--- src/shared/qlos_pkg.sv ---
// Constants shared by the quad latch output select logic
package qlos_pkg;

    // ********************************************************
    // Sizes
    // ********************************************************
    localparam int NUM_CH = 16;
    localparam int CODE_W = 2;
    localparam int CTRL_W = NUM_CH * CODE_W;
    localparam int NUM_ARR = 4;
    localparam int SR_W = NUM_ARR * CTRL_W;

    // ********************************************************
    // Channel output codes
    // ********************************************************
    localparam logic [1:0] CODE_HIZ = 2'h0;
    localparam logic [1:0] CODE_NEG = 2'h1;
    localparam logic [1:0] CODE_POS = 2'h2;
    localparam logic [1:0] CODE_GND = 2'h3;

    // ********************************************************
    // Array indices
    // ********************************************************
    localparam logic [1:0] ARR_A = 2'h0;
    localparam logic [1:0] ARR_B = 2'h1;
    localparam logic [1:0] ARR_C = 2'h2;
    localparam logic [1:0] ARR_D = 2'h3;

    // ********************************************************
    // Positions of the pins in the synchroniser vector
    // ********************************************************
    localparam int IN_SCK = 0;
    localparam int IN_SS = 1;
    localparam int IN_SDI = 2;
    localparam int IN_LD = 3;
    localparam int IN_SA = 4;
    localparam int IN_SB = 5;
    localparam int IN_SC = 6;
    localparam int IN_SD = 7;
    localparam int IN_PD = 8;
    localparam int IN_W = 9;

    // ********************************************************
    // Reset values
    // ********************************************************
    localparam logic [SR_W-1:0] SR_RST = 128'h0;
    localparam logic [CTRL_W-1:0] ARR_RST = 32'h0;
    localparam logic [CTRL_W-1:0] CTRL_RST = 32'h0;
    localparam logic [IN_W-1:0] SYNC_RST = 9'h0;

    // ********************************************************
    // Timing
    // ********************************************************
    localparam int CLK_NS = 20;
    localparam int BREAK_NS = 100;
    localparam int BREAK_CYCLES = (BREAK_NS + CLK_NS - 1) / CLK_NS;
    localparam int BRK_CNT_W = 4;
    localparam int PD_RESPONSE_US = 1000;
    localparam int PD_MAX_CYCLES = (PD_RESPONSE_US * 1000) / CLK_NS;

endpackage

--- src/verilog/qlos_core.sv ---
// Quad latch output select: serial buffer, four pattern arrays, output control
module qlos_core #(
    parameter int BREAK_CYCLES = qlos_pkg::BREAK_CYCLES,
    parameter int PD_MAX_CYCLES = qlos_pkg::PD_MAX_CYCLES
) (
    input wire logic clk, // System clock, 50 MHz
    input wire logic resetn, // Power-on reset, active low
    input wire logic sck, // Serial clock from host
    input wire logic ss_n, // Serial select, active low
    input wire logic sdi, // Serial data in
    input wire logic array_load_strobe_n, // Buffer to arrays, falling edge
    input wire logic select_array_a_n, // Array A to output, falling edge
    input wire logic select_array_b_n, // Array B to output, falling edge
    input wire logic select_array_c_n, // Array C to output, falling edge
    input wire logic select_array_d_n, // Array D to output, falling edge
    input wire logic power_down_pin, // Shutdown request, active high
    output logic sdo, // Serial data out to next device
    output logic [qlos_pkg::CTRL_W-1:0] high_voltage_output, // Channel codes on the pins
    output logic [qlos_pkg::NUM_CH-1:0] hv_pull_pos, // Channel pulled to positive rail
    output logic [qlos_pkg::NUM_CH-1:0] hv_pull_neg, // Channel pulled to negative rail
    output logic [qlos_pkg::NUM_CH-1:0] hv_to_gnd, // Channel driven to ground
    output logic powered_down // Shutdown state in force
);

    // ********************************************************
    // Parameter checks
    // ********************************************************
    if (BREAK_CYCLES < 1 || BREAK_CYCLES > 15) begin : g_bad_break
        $error("BREAK_CYCLES must lie in 1..15");
    end
    if (PD_MAX_CYCLES < 3) begin : g_bad_pd
        $error("PD_MAX_CYCLES must be at least 3");
    end

    localparam logic [qlos_pkg::BRK_CNT_W-1:0] BRK_LOAD = qlos_pkg::BRK_CNT_W'(BREAK_CYCLES);

    // ********************************************************
    // State
    // ********************************************************
    typedef enum logic {SEL_IDLE, SEL_BREAK} qlos_sel_t;

    typedef struct packed {
        logic [qlos_pkg::IN_W-1:0] meta;
        logic [qlos_pkg::IN_W-1:0] sync;
        logic [qlos_pkg::IN_W-1:0] prev;
        logic [qlos_pkg::SR_W-1:0] sr;
        logic [qlos_pkg::NUM_ARR-1:0][qlos_pkg::CTRL_W-1:0] arr;
        logic [qlos_pkg::CTRL_W-1:0] ctrl;
        qlos_sel_t sel;
        logic [1:0] pend;
        logic [qlos_pkg::BRK_CNT_W-1:0] cnt;
        logic down;
        logic sdo;
        logic [qlos_pkg::CTRL_W-1:0] hv;
        logic [qlos_pkg::NUM_CH-1:0] pos;
        logic [qlos_pkg::NUM_CH-1:0] neg;
        logic [qlos_pkg::NUM_CH-1:0] gnd;
    } qlos_state_t;

    qlos_state_t st_q;
    qlos_state_t st_d;
    logic [qlos_pkg::IN_W-1:0] pins;
    logic [qlos_pkg::IN_W-1:0] rises;
    logic [qlos_pkg::IN_W-1:0] falls;
    logic act;
    logic spi_on;
    logic [3:0] sel_req;
    logic sel_go;

    always_comb begin
        pins = '0;
        pins[qlos_pkg::IN_SCK] = sck;
        pins[qlos_pkg::IN_SS] = ss_n;
        pins[qlos_pkg::IN_SDI] = sdi;
        pins[qlos_pkg::IN_LD] = array_load_strobe_n;
        pins[qlos_pkg::IN_SA] = select_array_a_n;
        pins[qlos_pkg::IN_SB] = select_array_b_n;
        pins[qlos_pkg::IN_SC] = select_array_c_n;
        pins[qlos_pkg::IN_SD] = select_array_d_n;
        pins[qlos_pkg::IN_PD] = power_down_pin;
    end

    assign rises = st_q.sync & ~st_q.prev;
    assign falls = st_q.prev & ~st_q.sync;
    assign act = ~st_q.sync[qlos_pkg::IN_PD];
    assign spi_on = act & ~st_q.sync[qlos_pkg::IN_SS];
    assign sel_req = act ? falls[qlos_pkg::IN_SA +: 4] : 4'h0;
    assign sel_go = (st_q.sel == SEL_IDLE) && (sel_req != 4'h0);

    // ********************************************************
    // Next state
    // ********************************************************
    always_comb begin
        st_d = st_q;
        st_d.meta = pins;
        st_d.sync = st_q.meta;
        st_d.prev = st_q.sync;
        // Shutdown follows the synchronised pin one cycle later
        st_d.down = st_q.sync[qlos_pkg::IN_PD];

        // Serial buffer: shift only on a qualified rising edge
        if (spi_on && rises[qlos_pkg::IN_SCK]) begin
            st_d.sr = {st_q.sr[qlos_pkg::SR_W-2:0], st_q.sync[qlos_pkg::IN_SDI]};
        end
        if (!act) begin
            st_d.sdo = 1'b0;
        end else if (falls[qlos_pkg::IN_SS] || (spi_on && falls[qlos_pkg::IN_SCK])) begin
            st_d.sdo = st_q.sr[qlos_pkg::SR_W-1];
        end

        // Array load from the buffer
        if (act && falls[qlos_pkg::IN_LD]) begin
            for (int i = 0; i < qlos_pkg::NUM_ARR; i++) begin
                st_d.arr[i] = st_q.sr[i*qlos_pkg::CTRL_W +: qlos_pkg::CTRL_W];
            end
        end

        // Output register reload with a break interval
        unique case (st_q.sel)
            SEL_IDLE: begin
                if (sel_go) begin
                    if (sel_req[0]) begin
                        st_d.pend = qlos_pkg::ARR_A;
                    end else if (sel_req[1]) begin
                        st_d.pend = qlos_pkg::ARR_B;
                    end else if (sel_req[2]) begin
                        st_d.pend = qlos_pkg::ARR_C;
                    end else begin
                        st_d.pend = qlos_pkg::ARR_D;
                    end
                    st_d.sel = SEL_BREAK;
                    st_d.cnt = BRK_LOAD;
                end
            end
            SEL_BREAK: begin
                if (st_q.cnt == 4'h1) begin
                    // Array is read at the end of the break, after any load that finished before this cycle
                    st_d.ctrl = st_q.arr[st_q.pend];
                    st_d.sel = SEL_IDLE;
                end else begin
                    st_d.cnt = st_q.cnt - 4'h1;
                end
            end
        endcase

        // Pins are undriven during shutdown and during a reload
        if (st_d.down || st_d.sel == SEL_BREAK) begin
            st_d.hv = qlos_pkg::CTRL_RST;
        end else begin
            st_d.hv = st_d.ctrl;
        end
        for (int c = 0; c < qlos_pkg::NUM_CH; c++) begin
            st_d.pos[c] = st_d.hv[2*c +: 2] == qlos_pkg::CODE_POS;
            st_d.neg[c] = st_d.hv[2*c +: 2] == qlos_pkg::CODE_NEG;
            st_d.gnd[c] = st_d.hv[2*c +: 2] == qlos_pkg::CODE_GND;
        end
    end

    // ********************************************************
    // Registers
    // ********************************************************
    always_ff @(posedge clk or negedge resetn) begin
        if (!resetn) begin
            st_q.meta <= qlos_pkg::SYNC_RST;
            st_q.sync <= qlos_pkg::SYNC_RST;
            st_q.prev <= qlos_pkg::SYNC_RST;
            st_q.sr <= qlos_pkg::SR_RST;
            st_q.arr <= {qlos_pkg::NUM_ARR{qlos_pkg::ARR_RST}};
            st_q.ctrl <= qlos_pkg::CTRL_RST;
            st_q.sel <= SEL_IDLE;
            st_q.pend <= qlos_pkg::ARR_A;
            st_q.cnt <= 4'h0;
            st_q.down <= 1'b0;
            st_q.sdo <= 1'b0;
            st_q.hv <= qlos_pkg::CTRL_RST;
            st_q.pos <= 16'h0;
            st_q.neg <= 16'h0;
            st_q.gnd <= 16'h0;
        end else begin
            st_q <= st_d;
        end
    end

    assign sdo = st_q.sdo;
    assign high_voltage_output = st_q.hv;
    assign hv_pull_pos = st_q.pos;
    assign hv_pull_neg = st_q.neg;
    assign hv_to_gnd = st_q.gnd;
    assign powered_down = st_q.down;

    // ********************************************************
    // Assertions
    // ********************************************************
    localparam int BRK_M1 = BREAK_CYCLES - 1;
    localparam int BRK_P1 = BREAK_CYCLES + 1;
endmodule
--- config.mk ---
export PLATFORM = sky130hd
export DESIGN_NAME = qlos_core
export DESIGN_NICKNAME = d
export VERILOG_FILES = /design/src/shared/qlos_pkg.sv /design/src/verilog/qlos_core.sv
export SDC_FILE = /design/constraint.sdc
export NUM_CORES = 1
export LEC_CHECK = 0
export BUFFER_PORTS_ARGS = -buffer_cell sky130_fd_sc_hd__buf_4
export CORE_UTILIZATION = 45
export DETAILED_ROUTE_END_ITERATION = 8
export PLACE_DENSITY = 0.69
export SYNTH_ARGS = -nofsm -noshare
export SYNTH_HDL_FRONTEND = slang
export SYNTH_SLANG_ARGS = --single-unit
--- constraint.sdc ---
create_clock -name clk -period 2.3 [get_ports clk]
set_clock_uncertainty 0.1 [all_clocks]
set_input_delay 0.115 -clock clk [delete_from_list [all_inputs] [get_ports clk]]
set_output_delay 0.115 -clock clk [all_outputs]
set_load 0.02 [all_outputs]
Word-level counts from Yosys, hierarchy flattened
Cells that the tools add are included.
{"block": "totals", "in_bits": 11, "output_inout_bits": 82, "register_bits": 403}
{"block": "op_classes", "n_mux": 15, "bitwise_logic": 8, "n_eq_ne": 51, "n_addsub": 1, "n_lt_le_gt_ge": 1, "n_reduce_logical": 10}
{"op": "32-bit two-way mux", "count": 3}
{"op": "32-bit binary-select mux with 2-bit select", "count": 1}
{"op": "2-bit equality test, second input constant", "count": 32}
{"op": "33-bit two-way mux", "count": 1}
{"op": "2-bit by 1-bit equality test with 1-bit output, second input constant", "count": 16}
{"op": "8-bit AND", "count": 1}
{"op": "4-bit two-way mux", "count": 2}
{"op": "8-bit NOT", "count": 1}
{"op": "4-bit one-hot mux with 2 select lines", "count": 1}
{"op": "7-bit two-way mux", "count": 1}
{"op": "4-bit by 1-bit equality test with 1-bit output, second input constant", "count": 1}
{"op": "1-bit logical AND", "count": 4}
{"op": "2-bit two-way mux", "count": 2}
{"op": "2-bit inequality test, second input constant", "count": 2}
{"op": "1-bit NOT", "count": 4}
{"op": "2-bit AND reduction", "count": 2}
{"op": "4-bit nonzero test", "count": 1}
{"op": "4-bit by 1-bit subtractor with 4-bit output, second input constant", "count": 1}
{"op": "2-bit by 3-bit less-than comparator with 1-bit output, second input constant", "count": 1}
{"op": "1-bit two-way mux", "count": 3}
{"op": "1-bit AND", "count": 2}
{"op": "1-bit logical OR", "count": 2}
{"op": "1-bit one-hot mux with 2 select lines", "count": 1}
{"op": "2-bit nonzero test", "count": 1}

Logic depth before layout (Yosys ltp)
Gate-level depths: netlist of run 1.
{"block": "depth", "ltp_word": 11, "mapped_depth": 9, "mapped_depth_nobuf": 6}

Least setup slack after synthesis of run 1
No wires, ideal clock.
{"block": "synth_path", "path_type": "reg-to-reg", "start": "reg st_q[83] in the netlist's numbering", "end": "reg st_q (netlist bit hv_pull_pos[10])", "path_buffers": 3, "setup_ps": 72, "t_arrival_ps": 1664, "t_required_ps": 2128, "path_slack_ps": 464, "stages_incl_launch_ff": 10, "path_cell_list": "dfrtp_1 > inv_1 > ha_1 > and4bb_1 > buf_6 > buf_12 > buf_12 > mux2i_4 > inv_1 > nor2_1"}
{"element": "from (decl)", "line": "qlos_core.sv:60", "rtl": "qlos_state_t st_q;"}
{"element": "from (signal assigned)", "line": "qlos_core.sv:180", "rtl": "st_q <= st_d;"}

==> results of run 1 <==
## flip-flops by register name (all words and copies together), names as in the netlist
| register | flops |
|---|---|
| st_d | 18 |
| hv_pull_neg | 16 |
| st_q | 302 |
| sdo | 1 |
| powered_down | 1 |
| high_voltage_output | 32 |
| hv_pull_pos | 16 |
| hv_to_gnd | 16 |
## repair_timing
item	CTS	global route
endpoints found under the hold margin	411	0
hold buffers	10	0
gates resized for setup	0	0
setup buffers	0	0
## how the worst min path moves through the flow
stage,start,to,slack [ps]
final,resetn,st_q[87],40
after global routing,resetn,st_d[383],80
after CTS,resetn,hv_to_gnd[1],40
after detailed placement,resetn,st_q[87],10
after global placement,resetn,st_d[383],10
after floorplan,resetn,high_voltage_output[0],-280
## layer usage
metal	vias up	GRT usage	share of wire
met5	-	0	0
met4	0	0.0473	0.018
met3	43	0.0217	0.033
met2	116	0.228	0.47
met1	4029	0.209	0.48
li1	3503	-	-
## stage by stage
stage          utilization  std cells  power [uW]  setup WS (ps)  hold slack (ps)
2_1_floorplan            -       1005        8820            464             -281
3_3_place_gp         0.478       1459        9260            311             13.8
3_5_place_dp         0.478       1459        9300            246             12.1
4_1_cts              0.516       1539       15600            207             42.4
5_1_grt              0.516       1539       16000           59.0             81.9
6_report             0.516       1539       15400            201             42.3
## cells in the final DEF, fill, tap and decap left out, drive strengths merged
master / instances
nor3b: 1
mux2: 272
clkinvlp: 2
nor2b: 4
inv: 40
a21oi: 5
o21a: 1
nor2: 49
nand3: 3
ha: 2
o41ai: 1
dfrtp: 402
nor4: 1
bufinv: 3
or3b: 2
o21ai: 4
nand4b: 16
nand3b: 1
buf: 122
mux2i: 16
dlygate4sd3: 10
nand2: 4
xor2: 1
clkinv: 6
nand2b: 1
xnor2: 2
nor3: 18
mux4: 32
clkbuf: 56
and4bb: 1
## Yosys cell counts
cell type | n | area share
o21ai_0 | 4 | 0.0012
buf_8 | 1 | 0.00093
or3b_2 | 1 | 0.00054
nand3b_4 | 1 | 0.0012
a21oi_1 | 5 | 0.0015
inv_1 | 33 | 0.0076
inv_2 | 4 | 0.00093
xor2_1 | 1 | 0.00054
buf_12 | 3 | 0.0037
buf_6 | 7 | 0.0049
nor2b_4 | 1 | 0.00085
nor4_1 | 1 | 0.00039
nand4b_4 | 2 | 0.0029
nor2b_1 | 3 | 0.0012
mux4_1 | 2 | 0.0032
nor3_2 | 16 | 0.0099
nand2_1 | 4 | 0.00093
and4bb_1 | 1 | 0.00077
nand4b_2 | 12 | 0.011
mux2i_4 | 16 | 0.022
nor2_1 | 49 | 0.011
o21a_1 | 1 | 0.00046
nand2b_1 | 1 | 0.00039
nor3b_1 | 1 | 0.00046
nand4b_1 | 2 | 0.0011
ha_1 | 2 | 0.0015
nor3_1 | 2 | 0.00062
nand3_1 | 3 | 0.00093
or3b_1 | 1 | 0.00054
mux2_4 | 13 | 0.012
o41ai_4 | 1 | 0.0017
xnor2_1 | 2 | 0.0011
buf_4 | 82 | 0.038
clkbuf_1 | 6 | 0.0014
mux2_2 | 259 | 0.18
mux4_2 | 30 | 0.042
dfrtp_1 | 402 | 0.62
buf_2 | 30 | 0.0093
## power groups by stage
stage	clock network [uW]	logic [uW]	registers, uW
6_report	6250	1780	7370
5_1_grt	6710	1940	7390
4_1_cts	6440	1820	7370
3_5_place_dp	0	1800	7500
3_3_place_gp	0	1770	7490
2_1_floorplan	0	1370	7450
## logic make-up (layout without fill, tap and decap cells)
logic type,after synthesis,after routing,synth area share
DFF,402,402,0.621
muxes,320,320,0.259
buffers and inverters,166,239,0.0667
and+or+nand+nor,101,101,0.0452
AOI/OAI and AO/OA,11,11,0.00494
xor gates and xnor gates,3,3,0.00162
adders and majority gates,2,2,0.00154
## critical path, cell delays in order, from the launching register on
cell and delay, ps:
dfrtp_1 400, inv_1 90, ha_1 160, or3b_1 370
nand2_1 170, buf_4 340, nand4b_2 190, nor2_1 180
## cell type report
| class | count | area (um2) |
|---|---|---|
| Clock buffer | 56 | 1110 |
| Clock inverter | 14 | 161 |
| Fill cell | 2821 | 17200 |
| Inverter | 37 | 139 |
| Multi-Input combinational cell | 437 | 5080 |
| Sequential cell | 402 | 10100 |
| Tap cell | 461 | 577 |
| Timing Repair Buffer | 132 | 1200 |
==> reports/qor.yml, run 1 <==
global_routing:
  grt_max_degree: 76
  grt_overflow: 0
  antenna_found_initial: 0
  grt_pass1_vias: 8152
  track_usage: 0.146
  grt_pass1_wl_um: 43100
sta:
  final.min_clock_period_ps: 2100
  drv_slew: 0
  fin_crit_sh: 0.913
  hold_viol_final: 0
  setup_viol: 0
  fin_setup_tns_ps: 0
  tightestPinTransition_ps: 539
  clock.fmax_mhz: 476
  rsz0062_at_grt: "no"
  maxSlewHeadroom: 0.641
critical_path:
  path_class: "reg -> reg"
  r2r-end: "hv_pull_pos[5]"
  r2r_start: "st_q[83]"
  path_max_fanout: 18
  worstPathRequired_ps: 2640
  crit_end: "hv_pull_pos[5]"
  rr_worst_depth: 7
  r2r_slack_ps: 200
  end_kind: "flop"
  crit_start: "st_q[83]"
  cp.arrival_ps: 2440
  start_kind: "flop"
clock_network:
  cts_inserted_buffers: 39
  cts_tree: "done"
  cts.root.buffer_cell: "clkbuf_16"
  clk_latency_ps: 530
  htreeDepth: 2
  clkTransAtPathRegs_ps: 60
  numClockSinks: 402
  clockBufferDepth: 3
run_status:
  status: "completed"
power_and_ir_drop:
  p_switching_uw: 3700
  clock_power_share: 0.406
  powerDensity_mw_per_mm2: 840
  p_seq_frac: 0.479
  ir_worst_vdd_mv: 1.06
  p_int_uw: 11700
  comb_power_share: 0.115
  switching_share: 0.241
  leakage_uw: 0.00926
placed_design:
  portBuffers: 92
  hpwl_um: 16600
  place_congestion: 0.725
  dpl-instance-area_mm2: 0.0170
synth:
  ys_seq_elements: 402
  synth_seq_area_share: 0.621
  synth.distinct_cells: 38
  syn_area_mm2: 0.0162
  synthCells: 1005
  yosysWarnings: 0
  syn_nets: 1018
  syn-mean-instance-area_um2: 16.1
floorplanning:
  rows: 69
  fp.coreArea_mm2: 0.0355
  start_util: 0.457
  dieWidth_um: 192
  dieArea_mm2: 0.0368
  die_h_um: 192
  ios: 93
finish:
  fin_nets: 1062
  antenna_cells: 0
  fin_area_mm2: 0.0183
  area_delta_synth_final_pct: 13.1
  drive_gt1_frac: 0.503
detailed_routing:
  viasPerCell: 5.00
  drc: 0
  drtAntennaViolNets: 0
  firstDrtPassIters: 7
  wl_per_cell_um: 16.8
  drt-initial-drc-count: 277
  vias: 7691
  drt_wl_total_um: 25800
job:
  cap_viol_max_count: 0
hold_path:
  hp-class: "in -> async"
(Power assumes the default switching activity.)
==> inputs of run 2 (changes only) <==
MAX_ROUTING_LAYER = met4   (was unset)
PLACE_DENSITY = 0.61   (was 0.69)
REMOVE_ABC_BUFFERS = 1   (was unset)
==> reports/qor.yml, run 2 (synthesized netlist as in run 1, its figures left out) <==
sta:
  layout_setup_ws_ps: 171  # -29.1 ps
  maxSlewHeadroom: 0.671  # +0.0307
  fin_setup_tns_ps: 0  # unchanged
  final.min_clock_period_ps: 2130  # +29.1 ps
  clock.fmax_mhz: 470  # -1.4%
  fin_crit_sh: 0.925  # +0.0127
  tightestPinTransition_ps: 493  # -46.1 ps
  drv_slew: 0  # unchanged
  rsz0062_at_grt: "no"
  setup_viol: 0  # unchanged
  hold_viol_final: 0  # unchanged
finish:
  multiInputGateArea_mm2: 0.00508  # unchanged
  instances_no_fill: 1550  # +0.71%
  fin_util: 0.523  # +0.00606
  fin_area_mm2: 0.0185  # +1.2%
  antenna_cells: 0  # unchanged
  regMostFlops: "st_q"
  fin_nets: 1075  # +1.2%
  regArea_mm2: 0.0101  # unchanged
  drive_gt1_frac: 0.511  # +0.00778
  fillers: 2926  # +3.7%
  area_delta_synth_final_pct: 14.4
  final_cell_mix: "401 x dfrtp_1, 259 x mux2_2, 114 x buf_4"
  mostFrequentLayoutCell: "dfrtp_1"
  largest_reg_flops: 302  # unchanged
floorplanning:
  dieArea_mm2: 0.0368  # unchanged
  ios: 93  # unchanged
  die_h_um: 192  # unchanged
  fp.coreArea_mm2: 0.0355  # unchanged
  dieWidth_um: 192  # unchanged
  start_util: 0.457  # unchanged
  rows: 69  # unchanged
clock_network:
  htreeDepth: 2  # unchanged
  numClockSinks: 402  # unchanged
  hold_buffers: 10  # unchanged
  clockBufferDepth: 3  # unchanged
  cts.root.buffer_cell: "clkbuf_16"
  clkTransAtPathRegs_ps: 60  # about the same
  cts_inserted_buffers: 43  # +10%
  cts_tree: "done"
  ctsResizeCount: 0  # unchanged
  clk_latency_ps: 530  # about the same
  cts_setup_buffers: 0  # unchanged
power_and_ir_drop:
  ir_worst_vdd_mv: 0.496  # -53%
  comb_power_share: 0.121  # +0.006
  p_switching_uw: 3950  # +6.6%
  switching_share: 0.246  # +0.00522
  p_seq_frac: 0.459  # -0.020
  p_int_uw: 12100  # +3.6%
  clock_power_share: 0.420  # +0.014
  leakage_uw: 0.00938  # +1.3%
  powerDensity_mw_per_mm2: 867  # +3.1%
run_status:
  status: "completed"
detailed_routing:
  met1Wirelength_um: 13900  # +12%
  wl_per_cell_um: 18.5  # +10%
  viasPerCell: 5.03  # +0.61%
  met2_length_um: 13400  # +10%
  drtAntennaViolNets: 0  # unchanged
  wl_met3_um: 859  # +0.47%
  drc: 0  # unchanged
  drt_wl_total_um: 28600  # +11%
  firstDrtPassIters: 4  # -3
  top_layer_used: "met4"
  drt-initial-drc-count: 311  # +12%
  vias: 7793  # +1.3%
job:
  cap_viol_max_count: 0  # unchanged
critical_path:
  path_class: "reg -> reg"
  worstPathRequired_ps: 2600  # -40 ps
  r2r_slack_ps: 170  # -30 ps
  end_kind: "flop"
  cp.arrival_ps: 2430  # about the same
  path_max_fanout: 48  # +30
  start_kind: "flop"
global_routing:
  grt_max_degree: 79  # +3.9%
  track_usage: 0.170  # +0.0236
  grt_overflow: 0  # unchanged
  antenna_found_initial: 0  # unchanged
  grt_pass1_wl_um: 47100  # +9.2%
  grt_pass1_vias: 8344  # +2.4%
placed_design:
  preCtsSetupSlack_ps: 183  # -62.9 ps
  hpwl_um: 17900  # +7.9%
  place_congestion: 0.718  # -0.99%
  placedCellCount: 1468  # +0.62%
  dpl-instance-area_mm2: 0.0170  # +0.55%
  portBuffers: 92  # unchanged
hold_path:
  hp-class: "in -> async"
==> run 2: changes by cell type in the layout (fill, tap and decap cells not counted), moves of 2 or more <==
cell        previous run  this run
buf_12                14        16
clkinvlp_4             2         0
inv_6                  3         1
clkbuf_1              10         7
clkbuf_16             39        45
clkbuf_8               7        10
buf_4                107       114
==> run 2: power groups by stage <==
stage / registers (uW) / clock network (uW) / logic, uW
finish: 7380 / 6740 / 1950
global route: 7400 / 7200 / 2110
CTS: 7370 / 6920 / 2010
detailed placement: 7500 / 0 / 1990
global placement: 7490 / 0 / 1970
floorplan: 7650 / 0 / 968
==> run 2: final cells by class <==
cell class | instances | share of cell area
Sequential cell | 402 | 0.543
Multi-Input combinational cell | 437 | 0.274
Clock inverter | 10 | 0.00560
Tap cell | 461 | 0.0311
Clock buffer | 62 | 0.0696
Timing Repair Buffer | 141 | 0.0696
Inverter | 37 | 0.00749
==> run 2: path summary, 6_finish.rpt <==
path                                        from  cells after the start      endpoint
worst max-delay path                    st_d[81]                      4     st_q[320]
max in group asynchronous                 resetn                      4     st_q[138]
worst min register to register         st_d[393]                      0     st_d[384]
worst max register to register          st_d[81]                      4     st_q[320]
min in group clk                select_array_b_n                      2     st_d[391]
worst min-delay path                      resetn                      2  hv_to_gnd[9]
==> run 2: per-layer routing <==
metal  track usage  vias up
li1              -     3519
met1         0.239     4124
met2         0.257      105
met3        0.0274       45
met4        0.0440        0
met5             -        -
==> run 2: critical path, cell delays in order, from the launching register on <==
cell	delay [ps]
dfrtp_1	560
nor4_2	340
buf_4	280
buf_12	300
mux2_2	370
==> run 2: through the flow <==
stage                     hold WS, ps  total power, uW
final                            18.1            16100
after global routing             44.3            16700
after CTS                        28.6            16300
after detailed placement        -11.8             9490
after global placement          -14.4             9460
after floorplan                  -281             8610
